`src/hdl/fcs_params.svh`:
```
`ifndef FCS_PARAMS_SVH
`define FCS_PARAMS_SVH

// Source choice pin levels
`define FCS_SEL_DIFF    1'b0
`define FCS_SEL_XTAL    1'b1
// Output count and edge count for enable synchronisation
`define FCS_NUM_OUT     5
`define FCS_EDGE_COUNT  2
// Counter width
`define FCS_CNT_W       2
// Nominal period of clk_i in ns
`define FCS_CLK_PERIOD_NS 4

`endif

```
`src/hdl/fcs_pkg.sv`:
```
package fcs_pkg;

	// Enable sequencing states
	typedef enum logic [4:0] {
		FCS_ST_OFF     = 5'h01,
		FCS_ST_EN_WAIT = 5'h02,
		FCS_ST_RUN     = 5'h04,
		FCS_ST_DIS_WAIT= 5'h08,
		FCS_ST_DIS_LOW = 5'h10
	} fcs_state_t;

	// Sampled clock input pins
	typedef struct packed {
		logic diff_ref_in_p;
		logic diff_ref_in_n;
		logic xtal_in;
	} fcs_clk_in_t;

endpackage

```
`src/hdl/fcs_fanout.sv`:
```
`timescale 1ns/1ps
`include "fcs_params.svh"

// Functional notes
// [RULE_01] Source choice 0 routes the differential reference, 1 routes the oscillator input.
// [RULE_02] The crystal oscillator stays powered down while the differential input is chosen.
// [RULE_03] With the oscillator input chosen the oscillator runs and feeds every output.
// [RULE_04] One chosen clock drives all five outputs alike.
// [RULE_05] Static differential input gives low for open or both low, else the true leg's level; the code also gives low when both legs are high.
// [RULE_06] Static oscillator input in crystal mode gives the inverse level at the outputs.
// [RULE_07] The oscillator input must not be left open in crystal mode.
// [RULE_08] A single-ended clock of at most 200 MHz may replace the crystal.
// [RULE_09] Outputs are enabled while the enable pin is high and high impedance while low.
// [RULE_10] After enable rises outputs sit on a weak pull-down until the second falling edge.
// [RULE_11] Enabling with no input clock leaves the outputs static, never oscillating.
// [RULE_12] After enable falls outputs go low at the second falling edge, then off at next rise.
// [RULE_13] Edges are counted on the chosen source and the count restarts on each enable change.

module fcs_fanout #(
	parameter int NUM_OUT    = `FCS_NUM_OUT,
	parameter int EDGE_COUNT = `FCS_EDGE_COUNT
) (
	// Clock and reset
	input  wire logic                 clk_i,
	input  wire logic                 rstn_i,
	// Pin controls
	input  wire logic                 sel_i,
	input  wire logic                 oe_i,
	input  wire fcs_pkg::fcs_clk_in_t clk_in_i,
	// Crystal interface
	output logic                      xtal_osc_en_o,
	output logic                      xtal_drive_out_o,
	// Fanout outputs
	output logic [NUM_OUT-1:0]        fanout_clk_o,
	output logic [NUM_OUT-1:0]        fanout_clk_oe_o,
	output logic                      fanout_pd_o
);

	// Two-bit edge counter, so more than three edges cannot be served
	if (NUM_OUT < 1 || EDGE_COUNT < 1 || EDGE_COUNT > 3) begin : g_bad_params
		$error("fcs_fanout: unsupported parameters");
	end

	////////////////////////////////////////////////////////////////////////
	// Input sampling

	fcs_pkg::fcs_clk_in_t in_reg, in_next;
	logic sel_reg, sel_next;
	logic oe_reg, oe_next;
	logic oe_prev_reg, oe_prev_next;
	logic src_prev_reg, src_prev_next;
	logic src;
	logic fall;
	logic rise;
	logic oe_chg;

	always_comb begin
		in_next       = clk_in_i;
		sel_next      = sel_i;
		oe_next       = oe_i;
		oe_prev_next  = oe_reg;
		src_prev_next = src;
	end

	always_ff @(posedge clk_i or negedge rstn_i) begin
		if (!rstn_i) begin
			in_reg       <= '0;
			sel_reg      <= 1'b0;
			oe_reg       <= 1'b0;
			oe_prev_reg  <= 1'b0;
			src_prev_reg <= 1'b0;
		end else begin
			in_reg       <= in_next;
			sel_reg      <= sel_next;
			oe_reg       <= oe_next;
			oe_prev_reg  <= oe_prev_next;
			src_prev_reg <= src_prev_next;
		end
	end

	// Open legs read as low, so open/open lands on low
	always_comb begin
		if (sel_reg == `FCS_SEL_XTAL)
			src = ~in_reg.xtal_in; // RULE_01 RULE_06
		else
			src = in_reg.diff_ref_in_p & ~in_reg.diff_ref_in_n; // RULE_01 RULE_05
	end

	// Edges of the chosen source only
	assign fall   = src_prev_reg & ~src; // RULE_13
	assign rise   = ~src_prev_reg & src;
	assign oe_chg = oe_reg != oe_prev_reg;

	////////////////////////////////////////////////////////////////////////
	// Enable sequencer

	fcs_pkg::fcs_state_t state_reg, state_next;
	logic [`FCS_CNT_W-1:0] cnt_reg, cnt_next;
	logic [`FCS_CNT_W-1:0] last_cnt;
	logic [NUM_OUT-1:0] data_reg, data_next;
	logic [NUM_OUT-1:0] drv_reg, drv_next;
	logic pd_reg, pd_next;
	logic osc_reg, osc_next;
	logic xdrv_reg, xdrv_next;

	assign last_cnt = `FCS_CNT_W'(EDGE_COUNT - 1);

	always_comb begin
		state_next = state_reg;
		cnt_next   = cnt_reg;
		case (state_reg)
			fcs_pkg::FCS_ST_OFF: begin
				if (oe_reg)
					state_next = fcs_pkg::FCS_ST_EN_WAIT; // RULE_10
			end
			fcs_pkg::FCS_ST_EN_WAIT: begin
				if (!oe_reg)
					state_next = fcs_pkg::FCS_ST_OFF;
				else if (fall && !oe_chg) begin
					// No source edges means we wait here, outputs static
					if (cnt_reg == last_cnt)
						state_next = fcs_pkg::FCS_ST_RUN; // RULE_10 RULE_11
					else
						cnt_next = cnt_reg + 1'b1;
				end
			end
			fcs_pkg::FCS_ST_RUN: begin
				if (!oe_reg)
					state_next = fcs_pkg::FCS_ST_DIS_WAIT; // RULE_12
			end
			fcs_pkg::FCS_ST_DIS_WAIT: begin
				if (oe_reg)
					state_next = fcs_pkg::FCS_ST_RUN;
				else if (fall && !oe_chg) begin
					if (cnt_reg == last_cnt)
						state_next = fcs_pkg::FCS_ST_DIS_LOW; // RULE_12
					else
						cnt_next = cnt_reg + 1'b1;
				end
			end
			fcs_pkg::FCS_ST_DIS_LOW: begin
				if (oe_reg)
					state_next = fcs_pkg::FCS_ST_EN_WAIT;
				else if (rise)
					state_next = fcs_pkg::FCS_ST_OFF; // RULE_12
			end
			default: begin
				state_next = fcs_pkg::FCS_ST_OFF;
			end
		endcase
		if (oe_chg || state_next != state_reg)
			cnt_next = '0; // RULE_13
	end

	// Output pin drive, all lanes identical
	always_comb begin
		data_next = '0;
		drv_next  = '0;
		pd_next   = 1'b0;
		case (state_next)
			fcs_pkg::FCS_ST_RUN, fcs_pkg::FCS_ST_DIS_WAIT: begin
				data_next = {NUM_OUT{src}}; // RULE_04 RULE_09
				drv_next  = '1;
			end
			fcs_pkg::FCS_ST_DIS_LOW: begin
				drv_next  = '1; // RULE_12
			end
			fcs_pkg::FCS_ST_EN_WAIT: begin
				pd_next   = 1'b1; // RULE_10
			end
			default: begin
				drv_next  = '0; // RULE_09
			end
		endcase
		// Oscillator amp only alive in crystal mode
		osc_next  = sel_reg == `FCS_SEL_XTAL; // RULE_02 RULE_03
		xdrv_next = osc_next & ~in_reg.xtal_in;
	end

	always_ff @(posedge clk_i or negedge rstn_i) begin
		if (!rstn_i) begin
			state_reg <= fcs_pkg::FCS_ST_OFF;
			cnt_reg   <= '0;
			data_reg  <= '0;
			drv_reg   <= '0;
			pd_reg    <= 1'b0;
			osc_reg   <= 1'b0;
			xdrv_reg  <= 1'b0;
		end else begin
			state_reg <= state_next;
			cnt_reg   <= cnt_next;
			data_reg  <= data_next;
			drv_reg   <= drv_next;
			pd_reg    <= pd_next;
			osc_reg   <= osc_next;
			xdrv_reg  <= xdrv_next;
		end
	end

	assign fanout_clk_o     = data_reg;
	assign fanout_clk_oe_o  = drv_reg;
	assign fanout_pd_o      = pd_reg;
	assign xtal_osc_en_o    = osc_reg;
	assign xtal_drive_out_o = xdrv_reg;
endmodule

```
`config.mk`:
```
export PLATFORM = sky130hd
export DESIGN_NAME = fcs_fanout
export DESIGN_NICKNAME = d
export VERILOG_FILES = /design/src/hdl/fcs_pkg.sv /design/src/hdl/fcs_fanout.sv
export VERILOG_INCLUDE_DIRS = /design/src /design/src/hdl
export SDC_FILE = /design/constraint.sdc
export NUM_CORES = 1
export LEC_CHECK = 0
export BUFFER_PORTS_ARGS = -buffer_cell sky130_fd_sc_hd__buf_2
export CAP_MARGIN = 20
export CORE_UTILIZATION = 45
export DETAILED_ROUTE_END_ITERATION = 10
export HOLD_SLACK_MARGIN = 0.08
export PLACE_DENSITY = 0.67
export SETUP_SLACK_MARGIN = 0.02
export SLEW_MARGIN = 15
export SYNTH_ARGS = -nofsm -noshare
export SYNTH_HDL_FRONTEND = slang
export SYNTH_SLANG_ARGS = --single-unit
```
`constraint.sdc`:
```
create_clock -name clk_i -period 4.9 [get_ports clk_i]
set_clock_uncertainty 0.1 [all_clocks]
set_input_delay 0.98 -clock clk_i [delete_from_list [all_inputs] [get_ports clk_i]]
set_output_delay 0.98 -clock clk_i [all_outputs]
set_load 0.005 [all_outputs]
```
==> results of run 1 <==
cell type report:
class                           count  area [um2]  area share, %
Sequential cell                    19         477           42.7
Clock inverter                      1        7.51          0.673
Timing Repair Buffer               19        95.1           8.52
Inverter                            6        22.5           2.02
Tap cell                           28        35.0           3.14
Multi-Input combinational cell     64         457           40.9
Clock buffer                        3        22.5           2.02
logic make-up after synthesis:
family / Yosys count
buf+inv: 19
mux: 4
fa+ha+maj: 1
simple gates: 40
compound gates: 16
xor+xnor: 3
flops: 19
critical path, cell delays in order (launching register included):
cell      delay (ns)
dfrtp_1         0.55
xnor2_1         0.29
or4b_4          0.53
or4_4           0.44
o21ai_2         0.08
a2111o_1        0.14
nor3_1          0.07
per-stage QoR:
stage          setup slack (ns)  instance area, um2
2_1_floorplan              2.93                1050
3_3_place_gp               2.62                1090
3_5_place_dp               2.59                1090
4_1_cts                    2.57                1120
5_1_grt                    2.47                1120
6_report                   2.59                1120
worst max path at each step:
| stage | slack [ns] | endpoint | depth (start not counted) | from |
|---|---|---|---|---|
| 2_1_floorplan | 2.93 | cnt_reg[0]$_DFFE_PN0P_ | 7 | state_reg[0]$_DFF_PN1_ |
| 3_3_place_gp | 2.62 | cnt_reg[1]$_DFFE_PN0P_ | 6 | oe_prev_next$_DFF_PN0_ |
| 3_5_place_dp | 2.59 | cnt_reg[1]$_DFFE_PN0P_ | 6 | oe_prev_next$_DFF_PN0_ |
| 4_1_cts | 2.57 | cnt_reg[1]$_DFFE_PN0P_ | 6 | oe_prev_next$_DFF_PN0_ |
| 5_1_grt | 2.47 | cnt_reg[1]$_DFFE_PN0P_ | 6 | state_reg[0]$_DFF_PN1_ |
| 6_report | 2.59 | cnt_reg[1]$_DFFE_PN0P_ | 6 | oe_prev_next$_DFF_PN0_ |
report_power, final:
part | switching (mW) | internal, mW | total (mW)
sequential | 0.0183 | 0.169 | 0.187
clock | 0.0502 | 0.0312 | 0.0814
combinational | 0.0278 | 0.0296 | 0.0574
layer usage:
| metal | wire [um] | up-vias | share of wire (%) | track usage [%] |
|---|---|---|---|---|
| met3 | 76 | 4 | 4.2 | 5.45 |
| li1 | - | 373 | - | - |
| met2 | 865 | 14 | 47 | 25.8 |
| met4 | 25 | 0 | 1.4 | 6.94 |
| met5 | 0 | - | 0 | 0 |
| met1 | 858 | 362 | 47 | 22.4 |
cell usage in the layout (no fill, tap or decap), types with 5 or more instances in the layout:
master,synthesis,layout
buf_2,3,19
dfrtp_1,18,18
nor2_1,6,6
nand2_1,7,7
inv_1,5,5
==> results.yml, run 1 <==
power:
  vdd_drop_max_mv: 0.249
  leakage_nw: 0.524
  p_per_area_mw_per_mm2: 292
  power_mw: 0.326
detailed_routing:
  drtPass1Iterations: 4
  drc: 0
  vias_per_cell: 5.38
  totalWireLength_um: 1830
  post_drt_wl_per_cell_um: 13.0
  final_antenna_net_count: 0
  vias: 753
  drt_iter0_markers: 7
cts:
  cts-resized-gates: 0
  clock_path_buffers: 2
  clock_sinks: 19
  cts.root.buffer_cell: "clkbuf_4"
  postCtsSetupBuffers: 0
  cts_tree: "yes"
  h-tree-depth: 1
  clkTransAtPathRegs_ns: 0.11
  clk_latency_ns: 0.31
  postCtsHoldBufs: 0
  cts_buffers: 3
floorplanning:
  die_area_mm2: 0.00253
  row_count: 17
  die_w_um: 50.3
  die_h_um: 50.3
  start_util_pct: 47.5
  core-area_mm2: 0.00221
  io_pins: 20
global_routing:
  grt_pass1_wl_um: 3110
  track_usage_pct: 17.0
  antenna_found_initial: 0
  grt_pass1_vias: 679
  grt-ovfl-total: 0
  grt_max_degree: 20
synthesis:
  synthFlopType: "dfrtp_1"
  synth_adder_area_share_pct: 1.19
  muxShareOfSynthArea_pct: 4.05
  ys_warn_count: 0
  synthSimpleGateAreaFrac_pct: 24.6
  syn_inst: 102
  synth.distinct_cells: 44
  yosys_register_bits: 19
  synth_area_mm2: 0.00105
  synth-compound-area-share_pct: 11.2
  synth_top_family_by_area: "simple AND/OR/NAND/NOR gates"
  synth_top_area_share_pct: 42.9
  synthTopCellsByCount: "dfrtp_1 (18), buf_4 (9), nand2_1 (7)"
  yosys-top-cells-area: "dfrtp_1 (43%), buf_4 (6.4%), dfstp_2 (2.5%)"
  syn_avg_cell_area_um2: 10.3
  async_flop_share_pct: 100
  synth_area_leader_cell: "dfrtp_1"
  synth_edf_count: 0
  synth_nets: 110
  synth.most_common_cell: "dfrtp_1"
  seq_area_frac_synth_pct: 45.4
  synth_xor_area_share_pct: 2.50
timing:
  rsz0062_at_grt: "false"
  hold_violations: 0
  period_share_pct: 47.2
  setup_violations: 0
  whs_ns: 0.329
  tns_ns: 0
  max_slew_margin_pct: 70.0
  tightest_slew_ns: 0.446
  fmax_ghz: 0.432
  drv_slew: 0
  fin_crit_ns: 2.31
job:
  cap_violations: 0
worst_setup_path:
  r2r_end: "cnt_reg[1]$_DFFE_PN0P_"
  worstSetupPathType: "reg2reg"
  cp.arrival_ns: 2.40
  timing.rr.start: "oe_prev_next$_DFF_PN0_"
  worstPathRequired_ns: 4.99
  path_max_fanout: 15
  cp-end-kind: "flip-flop"
  reg2reg_depth: 6
  regToRegSetupSlack_ns: 2.59
  start_kind: "flip-flop"
outcome:
  status: "finished, final reports clean"
final_layout:
  areaGrowthSynthToFinish_pct: 6.32
  layout-drive-gt1-share_pct: 29.5
  stdcell_count: 140
  fillers: 210
  n_antenna_cell: 0
  fin_util_pct: 50.5
  largest_register_ffs: 5
  nNetsFinal: 121
place:
  place_inst: 136
  place_congestion: 0.867
  io_buffers: 19
  dp_hpwl_um: 1370
hold_path:
  hold_class: "reg2reg"
  min-delay-start: "osc_next$_DFF_PN0_"
  hold_end: "xtal_osc_en_o$_DFF_PN0_"
  min_path_cells: 0
No activity file was read; power rests on OpenSTA's default activity.
==> inputs of run 2 (changes only) <==
- ABC_AREA: default -> 1
- PLACE_DENSITY: 0.67 -> 0.7
- clock period: 4.9 -> 2.02 ns (I/O delays scaled with it)
==> run 2 against run 1 <==
Against the previous run:
- critical path type unchanged
- synthesized cell count increased by 22%
- count of clock-buffer cells in the layout increased by 1
- die area decreased by 4.9%
- power increased to 3.0 times the previous value
- area after synthesis decreased by 5.1%
- worst hold slack got worse by 0.23 ns
- first-iteration DRC count increased by 29%
- worst setup slack got worse by 2.3 ns
- sequential share of layout area increased by 1.1 points
- routed wire length decreased by 4.5%
- non-clock buffer count increased by 1
- final cell count increased by 19%
==> results.yml, run 2 <==
outcome:
  status: "finished, final reports clean"
timing:
  fin_crit_ns: 1.76
  tns_ns: 0
  tightest_slew_ns: 0.404
  drv_slew: 0
  setup_slack_ns: 0.257
  setup_violations: 0
  period_share_pct: 87.3
  rsz0062_at_grt: "false"
  fmax_ghz: 0.567
  hold_violations: 0
  max_slew_margin_pct: 73.0
global_routing:
  track_usage_pct: 18.0
  grt-ovfl-total: 0
  grt_max_degree: 20
  grt_pass1_wl_um: 3160
  antenna_found_initial: 0
  grt_pass1_vias: 751
final_layout:
  layout-drive-gt1-share_pct: 25.9
  fin_util_pct: 54.0
  areaGrowthSynthToFinish_pct: 9.55
  largest_register_ffs: 5
  layout_commonest_cell: "nand2_1"
  fillers: 197
  final_cell_mix: "nand2_1 (28), buf_2 (19), dfrtp_1 (17)"
  n_antenna_cell: 0
  stdcell_count: 166
  seq_area_um2: 478
  nNetsFinal: 148
  multi_input_area_um2: 374
cts:
  clock_sinks: 19
  clk_latency_ns: 0.30
  cts_tree: "yes"
  clock_path_buffers: 2
  cts.root.buffer_cell: "clkbuf_4"
  clkTransAtPathRegs_ns: 0.10
  cts_buffers: 3
  h-tree-depth: 1
place:
  dp_hpwl_um: 1380
  place_inst: 161
  io_buffers: 19
  post-place-ws_ns: 0.214
  place_congestion: 0.871
floorplanning:
  row_count: 16
  io_pins: 20
  die_area_mm2: 0.00241
  start_util_pct: 49.3
  die_h_um: 49.0
  die_w_um: 49.0
  core-area_mm2: 0.00202
synthesis:
  ys_warn_count: 0
  synth_top_area_share_pct: 45.2
  async_flop_share_pct: 100
  seq_area_frac_synth_pct: 47.9
  synthFlopType: "dfrtp_1"
  yosys_register_bits: 19
  synth_nets: 132
  synth_area_leader_cell: "dfrtp_1"
  yosys-top-cells-area: "dfrtp_1 (45%), nand2_1 (11%), buf_4 (6.0%)"
  synth_edf_count: 0
  syn_inst: 124
  synth.most_common_cell: "nand2_1"
  synthTopCellsByCount: "nand2_1 (28), dfrtp_1 (18), inv_1 (16)"
  synth.distinct_cells: 21
  syn_avg_cell_area_um2: 8.03
  synth_area_um2: 996
power:
  p_per_area_mw_per_mm2: 896
  vdd_drop_max_mv: 0.519
  leakage_nw: 0.600
worst_setup_path:
  reg2reg_depth: 12
  cp-end-kind: "flip-flop"
  cpMostUsedCell: "nand2_1"
  worstPathRequired_ns: 2.12
  worstSetupPathType: "reg2reg"
  crit_family: "simple AND/OR/NAND/NOR gates"
  cp.arrival_ns: 1.86
  max_stage_delay_ns: 0.49
  path_depth: 12
  start_kind: "flip-flop"
  worst_path_max_delay_cell: "dfrtp_2"
  crit_buf_inv: 1
  path_cells: "inv_4 > nand2_1 > nand2_1 > nand2_1 > nor2_1 > nand2_1 > nand2_1 > nand3_1 > nand2_1 > nor2_1 > nand3_1 > nor2_1"
  path_max_fanout: 9
  regToRegSetupSlack_ns: 0.26
detailed_routing:
  drc: 0
  vias_per_cell: 4.73
  final_antenna_net_count: 0
  drt_iter0_markers: 9
  vias: 785
  totalWireLength_um: 1740
  post_drt_wl_per_cell_um: 10.5
  drtPass1Iterations: 4
hold_path:
  min_path_cells: 1
  hold_class: "in2reg"
job:
  cap_violations: 0
run 2: cell types whose count changed in the layout (fill, tap and decap cells not counted), sizes merged, moves of 4 or more:
| cell | previous run | this run |
|---|---|---|
| inv | 6 | 19 |
| nand3 | 2 | 11 |
| nor2 | 7 | 21 |
| nor3 | 4 | 0 |
| nand2 | 7 | 29 |
run 2: cell families (layout without fill, tap and decap cells):
logic type	count (synthesis)	in the layout	synth area share (%)
adder cells (fa/ha/maj)	1	1	1.26
buffers and inverters	28	43	14.6
XOR/XNOR	1	1	0.880
AO/OA/AOI/OAI	10	10	5.02
flip-flops	19	19	47.9
AND/OR/NAND/NOR	65	65	30.4
run 2: final cells by class:
type | count | share of cell area (%)
clock buffer | 4 | 2.41
sequential | 19 | 43.8
multi-input combinational | 77 | 34.3
inverter | 19 | 6.77
timing repair buffer | 20 | 9.63
tap | 27 | 3.10
run 2: path summary, 6_finish.rpt:
check,start,to
max reg2reg,oe_prev_next$_DFF_PN0_,cnt_reg[0]$_DFFE_PN0P_
min in group asynchronous,rstn_i,xtal_drive_out_o$_DFF_PN0_
min,clk_in_i[1],in_reg[1]$_DFF_PN0_
max in group asynchronous,rstn_i,state_reg[0]$_DFF_PN1_
max,oe_prev_next$_DFF_PN0_,cnt_reg[0]$_DFFE_PN0P_
min reg2reg,osc_next$_DFF_PN0_,xtal_osc_en_o$_DFF_PN0_
run 2: what timing repair did:
item	in CTS	in global routing
setup endpoints to repair	0	2
hold endpoints to repair	18	0
hold buffers	1	0
buffers inserted	0	0
gates resized for setup	0	1
run 2: worst reg2reg max path, stage by stage, from the launching register on:
cell and delay (ns):
dfrtp_2 0.49, inv_4 0.11, nand2_1 0.05, nand2_1 0.10, nand2_1 0.06, nor2_1 0.16, nand2_1 0.12, nand2_1 0.13
nand3_1 0.08, nand2_1 0.08, nor2_1 0.04, nand3_1 0.10, nor2_1 0.05
run 2: power by group:
part | total [mW] | internal, mW | switching [mW]
clock network | 0.188 | 0.0771 | 0.111
logic | 0.313 | 0.125 | 0.187
registers | 0.477 | 0.433 | 0.0437
total | 0.978 | 0.636 | 0.342
run 2: metal layers:
layer  vias to the layer above  track usage, %  part of all wire [%]
li1                        408               -                     -
met1                       350            21.8                    47
met2                        22            27.1                    46
met3                         5            6.54                   4.8
met4                         0            10.8                   2.2
met5                         -               0                     0
run 2: stage by stage:
stage                     cell area (um2)  hold WS [ns]  power, mW
after floorplan                       996       0.00841      0.742
after global placement               1050         0.249      0.796
after detailed placement             1050         0.257      0.800
after CTS                            1090        0.0883      0.994
after global routing                 1090        0.0834       1.05
final                                1090         0.103      0.978
==> inputs of run 3 (changes only) <==
- ABC_AREA: 1 -> default
==> run 3 against run 2 <==
Against the previous run:
- first-iteration DRC count rose to 2.8 times the previous value
- sequential power decreased by 9.4%
- critical path depth shrank 6
- highest routed layer unchanged
- sequential share of layout area fell by 6.7 points
- maximum frequency is 18% lower
- largest power group unchanged
- combinational power decreased by 23%
- the run now ends with setup timing left
- non-clock buffer count rose by 18
==> results.yml, run 3 (same netlist as run 1, synthesis figures left out) <==
detailed_routing:
  drt_iter0_markers: 25
  drc: 0
  drtPass1Iterations: 4
  totalWireLength_um: 2270
  vias: 870
  final_antenna_net_count: 0
  vias_per_cell: 5.47
  post_drt_wl_per_cell_um: 14.2
worst_setup_path:
  reg2reg_depth: 6
  regToRegSetupSlack_ns: -0.14
  timing.rr.start: "state_reg[0]$_DFF_PN1_"
  start_kind: "flip-flop"
  cp-endpoint: "cnt_reg[1]$_DFFE_PN0P_"
  r2r_end: "cnt_reg[1]$_DFFE_PN0P_"
  cp.arrival_ns: 2.27
  worstSetupPathType: "reg2reg"
  path_max_fanout: 7
  worstPathRequired_ns: 2.13
  cp-end-kind: "flip-flop"
  critPathLaunch: "state_reg[0]$_DFF_PN1_"
place:
  dp_hpwl_um: 1640
  post_dp_cell_area_mm2: 0.00121
  place_congestion: 0.828
  io_buffers: 19
  post-place-ws_ns: -0.156
final_layout:
  n_antenna_cell: 0
  final_area_mm2: 0.00129
  final_cell_mix: "buf_2 (19), dfrtp_1 (18), buf_4 (17)"
  nNetsFinal: 140
  seq_area_um2: 477
  areaGrowthSynthToFinish_pct: 22.5
  layout-drive-gt1-share_pct: 42.7
  multi_input_area_um2: 478
  largest_register_ffs: 5
  fillers: 202
  layout_commonest_cell: "buf_2"
global_routing:
  antenna_found_initial: 0
  grt-ovfl-total: 0
  met2_usage_pct: 36.4
  use_met3_pct: 4.55
  grt_pass1_vias: 846
  grt_use_met1_pct: 23.6
  grt_pass1_wl_um: 3860
  busiest_layer: "met2"
  grt_max_degree: 20
  track_usage_pct: 20.4
floorplanning:
  row_count: 17
  die_w_um: 50.3
  die_h_um: 50.3
  io_pins: 20
  core-area_mm2: 0.00221
  die_area_mm2: 0.00253
  start_util_pct: 47.5
cts:
  cts.root.buffer_cell: "clkbuf_4"
  cts_tree: "yes"
  h-tree-depth: 1
  clock_sinks: 19
  clk_latency_ns: 0.30
  clkTransAtPathRegs_ns: 0.12
  cts_buffers: 3
  clock_path_buffers: 2
timing:
  hold_violations: 0
  tightest_slew_ns: 0.410
  fmax_ghz: 0.463
  fin_crit_ns: 2.16
  whs_ns: 0.104
  period_share_pct: 107
  setup_slack_ns: -0.142
  setup_violations: 2
  rsz0062_at_grt: "true"
  max_slew_margin_pct: 72.6
  tns_ns: -0.252
  drv_slew: 0
power:
  vdd_drop_max_mv: 0.599
  power_mw: 0.872
  leakage_nw: 0.620
  p_per_area_mw_per_mm2: 678
outcome:
  violations: "setup timing"
  status: "complete, but fails checks"
hold_path:
  hold_class: "in2reg"
  min_path_cells: 1
job:
  cap_violations: 0
-- run 3: where the power goes --
group	switching, mW	internal (mW)
clock	0.124	0.0753
sequential	0.0229	0.409
combinational	0.112	0.128
-- run 3: stage by stage --
stage	cells	util, %
3_3_place_gp	152	54.5
6_report	159	58.1
5_1_grt	159	58.1
2_1_floorplan	102	-
3_5_place_dp	152	54.5
4_1_cts	159	57.4
-- run 3: critical path: stages (launching register included) --
cell,delay [ns]
dfstp_2,0.60
and4bb_1,0.21
o31ai_2,0.22
o211ai_2,0.15
mux2i_1,0.15
a2111o_1,0.43
nor3_1,0.22
-- run 3: worst min-delay path by stage --
stage | slack [ns] | end | start
after CTS | 0.1 | in_reg[1]$_DFF_PN0_ | clk_in_i[1]
after detailed placement | 0.26 | state_reg[3]$_DFF_PN0_ | rstn_i
final | 0.10 | in_reg[1]$_DFF_PN0_ | clk_in_i[1]
after global placement | 0.25 | fanout_clk_o[3]$_DFF_PN0_ | rstn_i
after global routing | 0.09 | osc_next$_DFF_PN0_ | sel_i
after floorplan | 0.008 | cnt_reg[0]$_DFFE_PN0P_ | rstn_i
-- run 3: area by class of cell --
| type | count | share of cell area (%) |
|---|---|---|
| Tap cell | 28 | 2.72 |
| Sequential cell | 19 | 37.1 |
| Clock buffer | 3 | 1.75 |
| Timing Repair Buffer | 38 | 19.0 |
| Multi-Input combinational cell | 64 | 37.2 |
| Inverter | 6 | 1.75 |
| Clock inverter | 1 | 0.584 |
-- run 3: metal layers --
metal  part of all wire [%]  routed length [um]
met2                     52                1190
met1                     41                 927
met3                    5.9                 134
met4                   0.75                  17
met5                      0                   0
-- run 3: timing repair --
action | in CTS | in global routing
hold buffers | 1 | 0
gates cloned | 0 | 0
buffers inserted | 2 | 0
resized for setup | 2 | 5
setup endpoints to repair | 2 | 4
hold endpoints to repair | 18 | 0
